<file path="config.mk">
export PLATFORM = sky130hd
export DESIGN_NAME = bwp_regs_top
export DESIGN_NICKNAME = d
export VERILOG_FILES = /design/src/design/bwp_pkg.sv /design/src/design/bwp_regs_top.sv /design/src/design/bwp_corr_table.sv
export VERILOG_INCLUDE_DIRS = /design/src /design/src/design
export SDC_FILE = /design/constraint.sdc
export NUM_CORES = 1
export LEC_CHECK = 0
export BUFFER_PORTS_ARGS = -buffer_cell sky130_fd_sc_hd__buf_2
export CAP_MARGIN = 25
export CORE_ASPECT_RATIO = 0.8
export CORE_MARGIN = 4
export CORE_UTILIZATION = 30
export DETAILED_ROUTE_END_ITERATION = 10
export PLACE_DENSITY_LB_ADDON = 0.15
export SLEW_MARGIN = 20
export SYNTH_ARGS = -nofsm -noshare
export SYNTH_HDL_FRONTEND = slang
export SYNTH_SLANG_ARGS = --single-unit
</file>
<file path="constraint.sdc">
create_clock -name mclk_i -period 3.5 [get_ports mclk_i]
set_input_delay 0.7 -clock mclk_i [delete_from_list [all_inputs] [get_ports mclk_i]]
set_output_delay 0.7 -clock mclk_i [all_outputs]
set_load 0.03 [all_outputs]
</file>
<file path="src/design/bwp_regs.svh">
// Constants of the burst, correction-status and protection-mode register set.
// Assumes inclusion by the top module and the correction table only.
`ifndef BWP_REGS_SVH
`define BWP_REGS_SVH

// Command opcodes
`define BWP_OP_ANY_RD 8'h65
`define BWP_OP_ANY_WR 8'h71
`define BWP_OP_SET_BURST 8'hc0
`define BWP_OP_CORR_RD_A 8'h18
`define BWP_OP_CORR_RD_B 8'h19
`define BWP_OP_PROT_RD 8'h2b
`define BWP_OP_PROT_PGM 8'h2f

// Register addresses for the any-register commands
`define BWP_ADDR_BURST_CFG 24'h800003
`define BWP_ADDR_PROT_MODE 24'h000030

// Burst configuration fields
`define BWP_CFG_DRIVE_HI 7
`define BWP_CFG_DRIVE_LO 5
`define BWP_CFG_WRAP_DIS 4
`define BWP_CFG_SPAN_HI 1
`define BWP_CFG_SPAN_LO 0
`define BWP_CFG_WR_MASK 8'hf3
`define BWP_WRAP_BASE 7'h08

// Protection mode fields and factory state
`define BWP_PROT_SECRET_LOCK 2
`define BWP_PROT_PERSIST_LOCK 1
`define BWP_PROT_FACTORY 16'hffff
`define BWP_PROT_OPEN 2'b11
`define BWP_PROT_BOTH 2'b00

// Correction status fields and reset value
`define BWP_CORR_CODE_ERR 2
`define BWP_CORR_DATA_ERR 1
`define BWP_CORR_OFF 0
`define BWP_CORR_RESET 3'h0

`endif

</file>
<file path="src/design/bwp_pkg.sv">
// Types of the burst, correction-status and protection-mode register set.
// Assumes nothing beyond a SystemVerilog compiler.
package bwp_pkg;

    // Decoded class of an incoming register command
    typedef enum logic [2:0] {
        BWP_CMD_NONE = 3'h0,
        BWP_CMD_ANY_RD = 3'h1,
        BWP_CMD_ANY_WR = 3'h2,
        BWP_CMD_SET_BURST = 3'h3,
        BWP_CMD_CORR_RD = 3'h4,
        BWP_CMD_PROT_RD = 3'h5,
        BWP_CMD_PROT_PGM = 3'h6
    } bwp_cmd_t;

endpackage

</file>
<file path="src/design/bwp_regs_top.sv">
// Burst wrap / drive configuration, correction status and protection mode
// registers, reached by decoded serial register commands.
// Assumes an outer serial front end that frames each command into one
// cmd_valid_i pulse with opcode, address and data, synchronous to mclk_i.
//
// Function
// [RL1] Wrap bit 0 wraps, 1 reads sequentially
// [RL2] Span field selects 8/16/32/64 byte wrap
// [RL3] Burst config via any-register and set-burst
// [RL4] Drive strength writable at any time
// [RL5] Correction read returns selected unit status
// [RL6] Bit 2 flags corrected check-code error
// [RL7] Bit 1 flags corrected data error
// [RL8] Bit 0 flags correction disabled
// [RL9] Status read-only, reset to zero
// [RL10] Host ignores upper five status bits
// [RL11] Protection mode is 16-bit one-time field
// [RL12] Protection mode via dedicated and any-register
// [RL13] Secret lock zero selects password mode
// [RL14] Persistent lock zero selects persistent mode
// [RL15] Reset reloads burst config from copy
// [RL16] Wrap affects only quad reads
// [RL17] Program only while both locks one
// [RL18] Programming both locks zero fails
// [RL19] Host writes reserved bits as zero
`timescale 1ns/1ps
`default_nettype none
`include "bwp_regs.svh"

module bwp_regs_top #(
    parameter int UNITS = 16,
    parameter int UNIT_W = 4
) (
    input wire logic mclk_i,                // 200 MHz clock
    input wire logic rst_i,                 // Hw/sw reset, sync high
    input wire logic por_i,                 // Power-on, sync high
    input wire logic [7:0] boot_cfg_i,      // Burst boot config copy
    input wire logic cmd_valid_i,           // Command pulse
    input wire logic [7:0] cmd_op_i,        // Command opcode
    input wire logic [23:0] cmd_addr_i,     // Register or unit address
    input wire logic [15:0] cmd_data_i,     // Write data
    input wire logic quad_read_i,           // Quad I/O read active
    input wire logic ddr_quad_read_i,       // DDR quad I/O read active
    input wire logic corr_upd_i,            // Engine status update
    input wire logic [UNIT_W-1:0] corr_unit_i, // Updated unit
    input wire logic [2:0] corr_flags_i,    // Updated flags
    input wire logic prog_err_clr_i,        // Clear program error
    output logic rsp_valid_o,               // Read answer pulse
    output logic [15:0] rsp_data_o,         // Read answer data
    output logic [7:0] burst_cfg_o,         // Burst config register
    output logic [2:0] drive_strength_o,    // Output drive select
    output logic wrap_active_o,             // Wrapped burst in force
    output logic [6:0] wrap_bytes_o,        // Wrap span in bytes
    output logic [15:0] prot_mode_o,        // Protection mode register
    output logic secret_mode_o,             // Password mode selected
    output logic persist_mode_o,            // Persistent mode selected
    output logic prog_err_o                 // Program error flag
);

    bwp_pkg::bwp_cmd_t cmd;
    logic [7:0] cfg_reg, cfg_next;
    logic [15:0] prot_reg, prot_next;
    logic secret_reg, secret_next, persist_reg, persist_next;
    logic perr_reg, perr_next;
    logic rsp_valid_reg, rsp_valid_next;
    logic [15:0] rsp_data_reg, rsp_data_next;
    logic wrap_act_reg, wrap_act_next;
    logic [6:0] wrap_bytes_reg, wrap_bytes_next;
    logic [2:0] corr_flags;
    logic hit_cfg, hit_prot, pgm_req, pgm_ok;
    logic [15:0] pgm_data;

    // ==========================================================
    // Correction status table
    bwp_corr_table #(
        .UNITS(UNITS),
        .UNIT_W(UNIT_W)
    ) u_corr (
        .mclk_i(mclk_i),
        .rst_i(rst_i),
        .upd_valid_i(corr_upd_i),
        .upd_unit_i(corr_unit_i),
        .upd_flags_i(corr_flags_i),
        .rd_unit_i(cmd_addr_i[UNIT_W-1:0]),
        .rd_flags_o(corr_flags)
    );

    // ==========================================================
    // Command decode
    always_comb begin
        cmd = bwp_pkg::BWP_CMD_NONE;
        if (cmd_valid_i) begin
            case (cmd_op_i)
                `BWP_OP_ANY_RD: cmd = bwp_pkg::BWP_CMD_ANY_RD;
                `BWP_OP_ANY_WR: cmd = bwp_pkg::BWP_CMD_ANY_WR;
                `BWP_OP_SET_BURST: cmd = bwp_pkg::BWP_CMD_SET_BURST;
                `BWP_OP_CORR_RD_A: cmd = bwp_pkg::BWP_CMD_CORR_RD;
                `BWP_OP_CORR_RD_B: cmd = bwp_pkg::BWP_CMD_CORR_RD;
                `BWP_OP_PROT_RD: cmd = bwp_pkg::BWP_CMD_PROT_RD;
                `BWP_OP_PROT_PGM: cmd = bwp_pkg::BWP_CMD_PROT_PGM;
                default: cmd = bwp_pkg::BWP_CMD_NONE;
            endcase
        end
    end

    assign hit_cfg = (cmd_addr_i == `BWP_ADDR_BURST_CFG);
    assign hit_prot = (cmd_addr_i == `BWP_ADDR_PROT_MODE);

    // ==========================================================
    // Burst configuration register
    always_comb begin
        cfg_next = cfg_reg;
        if (rst_i) begin
            cfg_next = boot_cfg_i & `BWP_CFG_WR_MASK; // RL15
        end else if (cmd == bwp_pkg::BWP_CMD_SET_BURST ||
                     (cmd == bwp_pkg::BWP_CMD_ANY_WR && hit_cfg)) begin
            // Reserved bits are stored as zero
            cfg_next = cmd_data_i[7:0] & `BWP_CFG_WR_MASK; // RL3 RL4 RL19
        end
        wrap_bytes_next = `BWP_WRAP_BASE <<
            cfg_next[`BWP_CFG_SPAN_HI:`BWP_CFG_SPAN_LO]; // RL2
        wrap_act_next = !cfg_reg[`BWP_CFG_WRAP_DIS] &&
            (quad_read_i || ddr_quad_read_i); // RL1 RL16
        if (rst_i) begin
            wrap_act_next = 1'b0;
        end
    end

    always_ff @(posedge mclk_i) begin
        cfg_reg <= cfg_next;
        wrap_bytes_reg <= wrap_bytes_next;
        wrap_act_reg <= wrap_act_next;
    end

    // ==========================================================
    // Protection mode register, one-time programmable
    assign pgm_req = (cmd == bwp_pkg::BWP_CMD_PROT_PGM) ||
                     (cmd == bwp_pkg::BWP_CMD_ANY_WR && hit_prot); // RL12
    assign pgm_data = cmd_data_i;
    assign pgm_ok = (prot_reg[2:1] == `BWP_PROT_OPEN) &&
                    (pgm_data[2:1] != `BWP_PROT_BOTH); // RL17 RL18

    always_comb begin
        prot_next = prot_reg;
        perr_next = perr_reg;
        if (prog_err_clr_i) begin
            perr_next = 1'b0;
        end
        if (pgm_req) begin
            if (pgm_ok) begin
                // Bits only move from one to zero
                prot_next = prot_reg & pgm_data; // RL11
            end else begin
                perr_next = 1'b1; // RL17 RL18
            end
        end
        secret_next = !prot_next[`BWP_PROT_SECRET_LOCK]; // RL13
        persist_next = !prot_next[`BWP_PROT_PERSIST_LOCK]; // RL14
    end

    // Only power-on touches the one-time field; other resets keep it
    always_ff @(posedge mclk_i) begin
        if (por_i) begin
            prot_reg <= `BWP_PROT_FACTORY;
            secret_reg <= 1'b0;
            persist_reg <= 1'b0;
        end else begin
            prot_reg <= prot_next;
            secret_reg <= secret_next;
            persist_reg <= persist_next;
        end
        if (rst_i || por_i) begin
            perr_reg <= 1'b0;
        end else begin
            perr_reg <= perr_next;
        end
    end

    // ==========================================================
    // Read answers
    always_comb begin
        rsp_valid_next = 1'b0;
        rsp_data_next = rsp_data_reg;
        case (cmd)
            bwp_pkg::BWP_CMD_ANY_RD: begin
                rsp_valid_next = 1'b1;
                if (hit_cfg) begin
                    rsp_data_next = {8'h00, cfg_reg}; // RL3
                end else if (hit_prot) begin
                    rsp_data_next = prot_reg; // RL12
                end else begin
                    rsp_data_next = 16'h0000;
                end
            end
            bwp_pkg::BWP_CMD_CORR_RD: begin
                rsp_valid_next = 1'b1;
                // Upper status bits are returned as zero
                rsp_data_next = {13'h0000, corr_flags}; // RL5 RL10
            end
            bwp_pkg::BWP_CMD_PROT_RD: begin
                rsp_valid_next = 1'b1;
                rsp_data_next = prot_reg; // RL12
            end
            default: begin
                rsp_valid_next = 1'b0;
            end
        endcase
    end

    always_ff @(posedge mclk_i) begin
        if (rst_i) begin
            rsp_valid_reg <= 1'b0;
            rsp_data_reg <= 16'h0000;
        end else begin
            rsp_valid_reg <= rsp_valid_next;
            rsp_data_reg <= rsp_data_next;
        end
    end

    // ==========================================================
    // Outputs
    assign rsp_valid_o = rsp_valid_reg;
    assign rsp_data_o = rsp_data_reg;
    assign burst_cfg_o = cfg_reg;
    assign drive_strength_o = cfg_reg[`BWP_CFG_DRIVE_HI:`BWP_CFG_DRIVE_LO];
    assign wrap_active_o = wrap_act_reg;
    assign wrap_bytes_o = wrap_bytes_reg;
    assign prot_mode_o = prot_reg;
    assign secret_mode_o = secret_reg; // RL13
    assign persist_mode_o = persist_reg; // RL14
    assign prog_err_o = perr_reg;
endmodule // bwp_regs_top
`default_nettype wire

</file>
<file path="src/design/bwp_corr_table.sv">
// Per-unit correction status table, written by the array correction engine.
// Assumes updates and reads come synchronous to mclk_i.
`timescale 1ns/1ps
`default_nettype none
`include "bwp_regs.svh"

module bwp_corr_table #(
    parameter int UNITS = 16,
    parameter int UNIT_W = 4
) (
    input wire logic mclk_i,                // System clock
    input wire logic rst_i,                 // Sync reset, high
    input wire logic upd_valid_i,           // Engine status update
    input wire logic [UNIT_W-1:0] upd_unit_i, // Unit being updated
    input wire logic [2:0] upd_flags_i,     // Code err, data err, off
    input wire logic [UNIT_W-1:0] rd_unit_i, // Unit selected by host
    output logic [2:0] rd_flags_o           // Flags of selected unit
);

    logic [2:0] flags_reg [UNITS];

    // ==========================================================
    // Status storage, one entry per unit
    genvar g;
    generate
        for (g = 0; g < UNITS; g++) begin : g_unit
            logic [2:0] flags_next;
            always_comb begin
                flags_next = flags_reg[g];
                if (upd_valid_i && upd_unit_i == UNIT_W'(g)) begin
                    flags_next = upd_flags_i; // RL6 RL7 RL8
                end
            end
            always_ff @(posedge mclk_i) begin
                if (rst_i) begin
                    flags_reg[g] <= `BWP_CORR_RESET; // RL9
                end else begin
                    flags_reg[g] <= flags_next;
                end
            end
        end
    endgenerate

    assign rd_flags_o = flags_reg[rd_unit_i];

endmodule // bwp_corr_table
`default_nettype wire

</file>
==> results of run 1 <==
## stage by stage
stage	hold WS (ps)	util [%]	area [µm²]	setup WS, ps	power (mW)
final	468.0	37.89	5418	596.3	2.531
after global routing	486.9	37.89	5418	423.4	2.622
after CTS	469.3	37.84	5410	592.5	2.558
after detailed placement	458.8	35.55	5082	241.2	1.502
after global placement	457.1	35.55	5082	263.0	1.499
after floorplan	591.1	-	4405	707.5	1.403
## worst min-delay path: stages (launching register included)
cell and delay [ps]:
dfxtp_1 310, inv_1 50, a221oi_1 60
## power by group through the flow
stage / combinational, mW / clock (mW) / sequential (mW)
after detailed placement: 0.238 / 0 / 1.26
after global placement: 0.236 / 0 / 1.26
final: 0.237 / 1.06 / 1.24
after floorplan: 0.124 / 0 / 1.28
after global routing: 0.256 / 1.12 / 1.24
after CTS: 0.239 / 1.08 / 1.24
## cell usage after synthesis, types with 3 or more instances
cell type and count:
a211oi_1 4, a22oi_1 9, nand2_1 26, nand4_1 3, nor2b_1 9, nand2b_1 6, buf_6 3, inv_1 6
a21oi_1 4, mux4_2 11, clkbuf_1 16, o211ai_1 4, and2_1 50, nor4b_1 4, dfxtp_1 43, edfxtp_1 52
a221oi_1 8, nor2_1 22, o22a_1 15, buf_4 9, nor3_1 16, nor4_1 3, o21ai_0 18
## worst paths after layout
check	start	end	slack, ps	cells after the start
setup / recovery	cmd_addr_i[19]	prot_mode_o[8]$_SDFFE_PP1P_	600	7
hold / removal	rsp_data_o[0]$_SDFFE_PP0P_	rsp_data_o[0]$_SDFFE_PP0P_	470	2
hold reg to reg	rsp_data_o[0]$_SDFFE_PP0P_	rsp_data_o[0]$_SDFFE_PP0P_	470	2
setup reg to reg	u_corr.flags_reg[1][1]$_SDFFCE_PN0P_	rsp_data_o[1]$_SDFFE_PP0P_	1520	6
## routing by layer
metal  vias to the layer above  global-route usage [%]
met5                         -                       0
met4                         0                   3.952
met3                        11                   3.111
met2                        79                   21.09
met1                      1628                   19.99
li1                       1624                       -
## layout make-up
class | count | area share, %
multi-input combinational | 251 | 32.84
clock inverter | 3 | 0.4388
tap | 184 | 4.249
timing repair buffer | 124 | 11.73
clock buffer | 13 | 5.612
sequential | 95 | 44.71
inverter | 6 | 0.4157
## cell families after synthesis
logic type / Yosys count / synth area share [%]
DFF: 95 / 55.17
buffers and inverters: 37 / 4.645
other: 1 / 0.08541
muxes: 16 / 7.552
and+or+nand+nor: 158 / 20.66
AOI/OAI and AO/OA: 72 / 11.88
==> metrics.md, run 1 <==
| Metric | Value |
|---|---|
| Status | complete, no violations |
| CTS Hold Bufs | 0 |
| Fmax achieved | 0.3444 GHz |
| Die span in y | 116.2 µm |
| Worst-case clock skew | 7.279 ps |
| Maximum vdd drop | 0.2206 mV |
| Detail Placement HPWL | 8772 µm |
| Synth Cell Area | 4390 µm² |
| Die W | 143.3 µm |
| Area occupied by multi-input gates | 1779 µm² |
| Top cells by area, synth | edfxtp_1 36%, dfxtp_1 20%, and2_1 7.1% |
| Nets | 558 |
| Initial Util | 30.71% |
| Pre-antenna DRT Iters | 5 |
| Grt ovf | 0 |
| Largest net degree at the start of global routing | 39 |
| DRT met1 WL | 5719 µm |
| Family with the most delay on the worst path | simple AND/OR/NAND/NOR gates |
| Max-cap violations | 0 |
| Met3 wire len | 684 µm |
| Ys Warns | 0 |
| Highest fanout seen on the critical path | 16 |
| Setup Viol. Count Final | 0 |
| GRT Util Overall | 13.87% |
| Biggest area consumer among synthesized cells | edfxtp_1 |
| Startpoint Class | primary input |
| Crit path time final | 2904 ps |
| Ports | 126 |
| Fin. max-slew vios | 0 |
| Period utilization | 82.96% |
| Total CTS buffers | 9 |
| DR vias/cell | 4.944 |
| Buf/Inv on CP | 1 |
| Internal power | 1.928 mW |
| First-pass GRT wire length | 17420 µm |
| CTS root buffer | clkbuf_16 |
| Non-Filler Instances | 676 |
| CTS Buffer Depth | 2 |
| EDFF count, synth | 52 |
| Register Area | 2422 µm² |
| DR top layer | met4 |
| Share of the synthesized area in the top cell type | 35.57% |
| Async S/R FF share, synth | 0% |
| Synth Register Bits | 95 |
| Max-slew headroom | 53.31% |
| CTS tree | done |
| DRT antenna net count | 0 |
| Wire length per cell | 17.64 µm |
| Post_cts resized | 0 |
| Most common cell after layout, fill and taps aside | buf_2 |
| DP Cell Count | 659 |
| Switching pwr | 603.3 µW |
| Post-Route WL | 11920 µm |
| Critical Path End Type | flop |
| P&R area growth vs syn | 23.40% |
| Post-route DRC | 0 |
| Main synth FF type | edfxtp_1 |
| P per Cell Area | 467.2 nW/µm² |
| Synthesized instance count | 379 |
| Die area | 16650 µm² |
| RSZ-0062 raised after global routing | false |
| Vias after detailed routing | 3342 |
| Final hold vios | 0 |
| Postcts setup bufs | 0 |
| Register share of total power | 48.9% |
| Iter 0 DRT Violations | 216 |
| FILL cells | 1442 |
| Worst-Skew Late Latency | 340 ps |
| Syn_area_per_cell | 11.58 µm² |
| IO Port Bufs | 118 |
| CTS clk-pin slew, worst paths | 70 ps |
| Switching share of power | 23.83% |
| Metal2 WL | 5378 µm |
| Arr. time, crit path | 3140 ps |
| Core footprint | 14300 µm² |
| Vias in the first global route | 3059 |
| Final TNS setup | 0 ps |
| Largest register FFs | 48 |
| WP data required | 3730 ps |
| CP Class | primary input to flop |
| Htree depth | 3 |
| Worst-Margin Slew | 699.6 ps |
| Worst hold path type | flop to flop |
| Unique cell type count in the Yosys netlist | 50 |
| Num rows | 39 |
| Ant. Diodes | 0 |
| Max stage delay on crit path | 640 ps |
| P_leak | 2.080 nW |
| CTS Sinks | 95 |
| Clk pwr share | 41.7% |
| Combinational fraction of design power | 9.4% |
| Register area share after synthesis | 55.17% |
| Worst path slowest cell | or3_1 |
| Share of cells above drive strength 1 | 32.11% |
| Antenna violations before repair | 0 |
| Crit-path cells | buf_2 -> nor4_1 -> nand3_2 -> o31ai_2 -> or4b_1 -> or3_1 -> o22a_1 |
| GP Congestion | 0.7789 |
| Commonest cells after routing, fill and taps aside | 118 x buf_2, 52 x edfxtp_1, 50 x and2_1 |
Power figures use the tool's default switching activity.
==> run 2, diff against run 1 <==
Settings changed: ABC_AREA from default to 1.
Clock period 3.5 ns to 2.6 ns, I/O delays scaled along.
==> metrics.md, run 2 <==
| Metric | Value |
|---|---|
| Post-route setup slack | 689.7 ps (+93.39 ps) |
| Synth Register Bits | 95 (unchanged) |
| Synth Cell Area | 4647 µm² (+5.8%) |
| Max-cap violations | 0 (unchanged) |
| Switching pwr | 895.5 µW (+48%) |
| First-pass GRT wire length | 21720 µm (+25%) |
| Ant. Diodes | 0 (unchanged) |
| Ports | 126 (unchanged) |
| Worst-case clock skew | 8.675 ps (+1.395 ps) |
| Share of cells above drive strength 1 | 24.24% (-7.9 points) |
| Core footprint | 15110 µm² (+5.7%) |
| Fmax achieved | 0.5235 GHz |
| Critical Path End Type | flop |
| Top cells by area, synth | edfxtp_1 34%, dfxtp_1 19%, nand2_1 13% |
| Internal power | 2.487 mW (+29%) |
| Num rows | 40 (+2.6%) |
| Top cells by count, synth | 156 x nand2_1, 94 x nor2_1, 75 x nand3_1 |
| GP Congestion | 0.8214 (+5.5%) |
| Initial Util | 30.75% (+0.037 points) |
| Detail Placement HPWL | 10260 µm (+17%) |
| CTS Buffer Depth | 2 (unchanged) |
| Largest net degree at the start of global routing | 25 (-36%) |
| CP Class | primary input to flop |
| Largest register FFs | 48 (unchanged) |
| IO Port Bufs | 118 (unchanged) |
| CTS Sinks | 95 (unchanged) |
| Total power | 3.382 mW (+34%) |
| Nets | 788 (+41%) |
| GRT Util Overall | 15.58% (+1.7 points) |
| Worst setup path endpoint | prot_mode_o[15]$_SDFFE_PP1P_ |
| Wire length per cell | 14.59 µm (-17%) |
| Final hold vios | 0 (unchanged) |
| Clk pwr share | 39.7% (-2.0 points) |
| DR vias/cell | 4.590 (-7.2%) |
| Iter 0 DRT Violations | 389 (+80%) |
| Final TNS setup | 0 ps (unchanged) |
| CTS clk-pin slew, worst paths | 70 ps (about the same) |
| Die W | 147.2 µm (+2.7%) |
| Worst r2r path cells | 5 (-1) |
| CTS root buffer | clkbuf_16 |
| Async S/R FF share, synth | 0% (unchanged) |
| Worst-Skew Late Latency | 350 ps (about the same) |
| R2R setup slack | 1090 ps (-430 ps) |
| Vias after detailed routing | 4278 (+28%) |
| Maximum vdd drop | 0.4893 mV (+120%) |
| P per Cell Area | 585.8 nW/µm² (+25%) |
| WP data required | 2820 ps (-910 ps) |
| Vias in the first global route | 4209 (+38%) |
| Htree depth | 3 (unchanged) |
| Worst Setup SP | cmd_addr_i[2] |
| Max-slew headroom | 55.41% (+2.1 points) |
| P&R area growth vs syn | 24.26% |
| Fin. max-slew vios | 0 (unchanged) |
| Post-Route WL | 13600 µm (+14%) |
| Ys Warns | 0 (unchanged) |
| CTS tree | done |
| Share of the synthesized area in the top cell type | 33.60% (-2.0 points) |
| Biggest area consumer among synthesized cells | edfxtp_1 |
| Period utilization | 73.47% |
| Grt ovf | 0 (unchanged) |
| Worst-Margin Slew | 668.2 ps (-31.42 ps) |
| RR Endpoint | prot_mode_o[15]$_SDFFE_PP1P_ |
| Setup Viol. Count Final | 0 (unchanged) |
| Unique cell type count in the Yosys netlist | 26 (-48%) |
| Die span in y | 119.3 µm (+2.7%) |
| Cell with the most instances after synthesis | nand2_1 |
| Main synth FF type | edfxtp_1 |
| Post_cts resized | 0 (unchanged) |
| Synthesized instance count | 599 (+58%) |
| Place WS | 340.0 ps (+98.83 ps) |
| Postcts setup bufs | 0 (unchanged) |
| Switching share of power | 26.48% (+2.6 points) |
| Arr. time, crit path | 2130 ps (-1010 ps) |
| P_leak | 2.645 nW (+27%) |
| DRT antenna net count | 0 (unchanged) |
| Register area share after synthesis | 52.13% (-3.0 points) |
| Startpoint Class | primary input |
| Total CTS buffers | 9 (unchanged) |
| Die area | 17560 µm² (+5.5%) |
| Hold WS | 364.5 ps (-103.5 ps) |
| RSZ-0062 raised after global routing | false |
| Post-route DRC | 0 (unchanged) |
| Highest fanout seen on the critical path | 15 (-1) |
| Register share of total power | 49.3% (+0.4 points) |
| Worst hold path type | primary input to flop |
| Antenna violations before repair | 0 (unchanged) |
| CTS Hold Bufs | 0 (unchanged) |
| Combinational fraction of design power | 11.0% (+1.6 points) |
| Syn_area_per_cell | 7.758 µm² (-33%) |
| Commonest cells after routing, fill and taps aside | 156 x nand2_1, 118 x buf_2, 94 x nor2_1 |
| EDFF count, synth | 52 (unchanged) |
| Status | complete, no violations |
| Crit path time final | 1910 ps |
| Pre-antenna DRT Iters | 5 (unchanged) |
| Most common cell after layout, fill and taps aside | nand2_1 |
run 2: changes by cell type after synthesis, moves of 48 or more:
cell,change
nand2_1,+130
nor2_1,+72
and2_1,-50
nand3_1,+73
inv_1,+48
run 2: power by group through the flow:
| stage | Combinational, mW | Clock [mW] | Sequential (mW) |
|---|---|---|---|
| final | 0.372 | 1.34 | 1.67 |
| after global routing | 0.415 | 1.43 | 1.67 |
| after CTS | 0.374 | 1.37 | 1.67 |
| after detailed placement | 0.373 | 0 | 1.70 |
| after global placement | 0.368 | 0 | 1.70 |
| after floorplan | 0.193 | 0 | 1.73 |
run 2: logic make-up after synthesis:
group	count (synthesis)	share of synthesized area (%)
AOI/OAI and AO/OA	52	6.408
other	1	0.08070
and+or+nand+nor	363	33.39
DFF	95	52.13
buffers and inverters	88	7.997
run 2: cell type report:
type | instances | area, µm²
fill | 1619 | 9340
sequential | 95 | 2422
multi-input combinational | 420 | 1868
timing repair buffer | 131 | 688.2
tap | 210 | 262.8
clock buffer | 10 | 250.2
inverter | 60 | 225.2
clock inverter | 6 | 57.56
run 2: how the worst min path moves through the flow:
stage | end | cells past startpoint | slack (ps) | startpoint
after floorplan | prot_mode_o[10]$_SDFFE_PP1P_ | 2 | 580 | prot_mode_o[10]$_SDFFE_PP1P_
after global placement | prot_mode_o[8]$_SDFFE_PP1P_ | 2 | 450 | prot_mode_o[8]$_SDFFE_PP1P_
after detailed placement | prot_mode_o[13]$_SDFFE_PP1P_ | 2 | 450 | prot_mode_o[13]$_SDFFE_PP1P_
after CTS | secret_mode_o$_SDFF_PP0_ | 2 | 360 | por_i
after global routing | prot_mode_o[13]$_SDFFE_PP1P_ | 3 | 350 | cmd_data_i[13]
final | secret_mode_o$_SDFF_PP0_ | 2 | 360 | por_i
run 2: per-layer routing:
| metal | track usage (%) | share of wire, % | wire length [µm] | vias up |
|---|---|---|---|---|
| met5 | 0 | 0 | 0 | - |
| met4 | 2.910 | 0.95 | 129 | 0 |
| met3 | 4.793 | 6.6 | 903 | 11 |
| met2 | 24.91 | 45 | 6158 | 127 |
| met1 | 21.08 | 47 | 6408 | 1958 |
| li1 | - | - | - | 2182 |
run 2: stage by stage:
stage | instance area, µm² | utilization, % | cells
3_5_place_dp | 5466 | 36.17 | 916
6_report | 5774 | 38.20 | 932
2_1_floorplan | 4662 | - | 603
3_3_place_gp | 5466 | 36.17 | 916
4_1_cts | 5774 | 38.20 | 932
5_1_grt | 5774 | 38.20 | 932
run 2: worst max-delay path, cell delays in order:
cell	delay [ps]
buf_2	160
inv_2	150
nand4_1	110
nor2_1	190
nand3_1	140
nand2_1	100
and2_4	160
nand2_2	260
o21ai_0	260
nand2_1	70
==> run 3, diff against run 2 <==
Clock period 2.6 ns to 1.87 ns, I/O delays scaled along.
==> metrics.md, run 3 (synthesized netlist as in run 2, its figures left out) <==
| Metric | Value |
|---|---|
| Worst-Margin Slew | 534.8 ps (-133.4 ps) |
| Post-route cell area | 5949 µm² (+3.0%) |
| P_leak | 2.752 nW (+4.1%) |
| Postcts setup bufs | 0 (unchanged) |
| WHS Path Cells | 2 (unchanged) |
| Nets | 809 (+2.7%) |
| Final TNS setup | 0 ps (unchanged) |
| Vias after detailed routing | 4329 (+1.2%) |
| Total CTS buffers | 9 (unchanged) |
| Startpoint Class | primary input |
| CP Class | primary input to flop |
| Period utilization | 86.52% |
| Ports | 126 (unchanged) |
| Final hold vios | 0 (unchanged) |
| Status | complete, no violations |
| Maximum vdd drop | 0.4574 mV (-6.5%) |
| Most common cell after layout, fill and taps aside | nand2_1 |
| CTS root buffer | clkbuf_16 |
| Max-slew headroom | 63.97% (+8.6 points) |
| Crit path time final | 1618 ps |
| Die W | 147.2 µm (unchanged) |
| P per Cell Area | 795.1 nW/µm² (+36%) |
| Worst hold path type | primary input to flop |
| First-pass GRT wire length | 21770 µm (+0.22%) |
| P&R area growth vs syn | 28.03% |
| Largest register FFs | 48 (unchanged) |
| DRT antenna net count | 0 (unchanged) |
| Wire length per cell | 14.27 µm (-2.2%) |
| Highest fanout seen on the critical path | 5 (-10) |
| Pre-antenna DRT Iters | 5 (unchanged) |
| Core footprint | 15110 µm² (unchanged) |
| Post-route DRC | 0 (unchanged) |
| Fin. max-slew vios | 0 (unchanged) |
| GRT Util Overall | 15.60% (about the same) |
| Worst-case clock skew | 6.888 ps (-1.786 ps) |
| Largest net degree at the start of global routing | 25 (unchanged) |
| CTS Sinks | 95 (unchanged) |
| Die span in y | 119.3 µm (unchanged) |
| Critical Path End Type | flop |
| RSZ-0062 raised after global routing | false |
| Grt ovf | 0 (unchanged) |
| Commonest cells after routing, fill and taps aside | 156 x nand2_1, 118 x buf_2, 94 x nor2_1 |
| Vias in the first global route | 4249 (+0.95%) |
| Iter 0 DRT Violations | 235 (-40%) |
| Post-Route WL | 13600 µm (about the same) |
| Ant. Diodes | 0 (unchanged) |
| Post_cts resized | 0 (unchanged) |
| Detail Placement HPWL | 10470 µm (+2.0%) |
| GP Congestion | 0.8069 (-1.8%) |
| CTS clk-pin slew, worst paths | 70 ps (about the same) |
| CTS Buffer Depth | 2 (unchanged) |
| Arr. time, crit path | 1790 ps (-340 ps) |
| Max-cap violations | 0 (unchanged) |
| Placed standard-cell area | 5649 µm² (+3.3%) |
| DR vias/cell | 4.542 (-1.0%) |
| Num rows | 40 (unchanged) |
| Antenna violations before repair | 0 (unchanged) |
| Initial Util | 30.75% (unchanged) |
| Worst-Skew Late Latency | 340 ps (about the same) |
| Fmax achieved | 0.6181 GHz |
| Setup Viol. Count Final | 0 (unchanged) |
| CTS tree | done |
| Worst r2r path cells | 6 (+1) |
| Share of cells above drive strength 1 | 26.24% (+2.0 points) |
| Htree depth | 3 (unchanged) |
| IO Port Bufs | 118 (unchanged) |
| Die area | 17560 µm² (unchanged) |
| WP data required | 2040 ps (-780 ps) |
| CTS Hold Bufs | 0 (unchanged) |
[run 3: cell count changes in the layout (fill, tap and decap cells not counted), sizes merged]
cell,before,now
buf,131,152
bufinv,0,1
clkbuf,10,9
[run 3: area by class of cell]
class                   count  area [µm²]
clock inverters             7       75.07
clock buffers               9       225.2
multi-input cells         420        1868
inverters                  60       225.2
repair buffers            152       870.8
flip-flops and latches     95        2422
fillers                  1587        9165
well taps                 210       262.8
[run 3: metrics by stage]
stage	hold WS, ps	util [%]	cells	power (mW)	setup WS, ps
3_5_place_dp	451.1	37.38	937	2.906	-78.11
2_1_floorplan	454.8	-	603	2.668	272.3
6_report	220.3	39.36	953	4.731	252.2
5_1_grt	214.8	39.36	953	4.935	125.9
3_3_place_gp	446.6	37.38	937	2.897	14.13
4_1_cts	211.1	39.36	953	4.775	279.7
[run 3: final timing paths]
| path | startpoint | slack [ps] | to |
|---|---|---|---|
| worst max-delay path | cmd_op_i[4] | 250 | burst_cfg_o[5]$_DFFE_PP_ |
| worst min register to register | prot_mode_o[8]$_SDFFE_PP1P_ | 460 | prot_mode_o[8]$_SDFFE_PP1P_ |
| worst max register to register | flop | 520 | prot_mode_o[4]$_SDFFE_PP1P_ |
| worst min-delay path | por_i | 220 | secret_mode_o$_SDFF_PP0_ |
[run 3: power breakdown]
part	internal, mW	leakage [nW]	switching [mW]
Sequential	2.28	0.847	0.0358
Combinational	0.176	1.76	0.360
Clock	1.05	0.149	0.824
[run 3: worst max-delay path, stage by stage]
cell     delay [ps]
buf_2           110
inv_1            80
nand2_1          90
nor2_2          110
nand2_1          90
nand3_2         110
nand2_2          80
nor2_2          250
nand2_2         130
buf_4           170
o21ai_0         190
[run 3: metal layers]
| layer | wire, µm | vias up | track usage [%] |
|---|---|---|---|
| met5 | 0 | - | 0 |
| met4 | 201 | 0 | 4.598 |
| met3 | 774 | 15 | 3.461 |
| met2 | 6037 | 113 | 24.45 |
| met1 | 6591 | 1979 | 21.64 |
| li1 | - | 2222 | - |
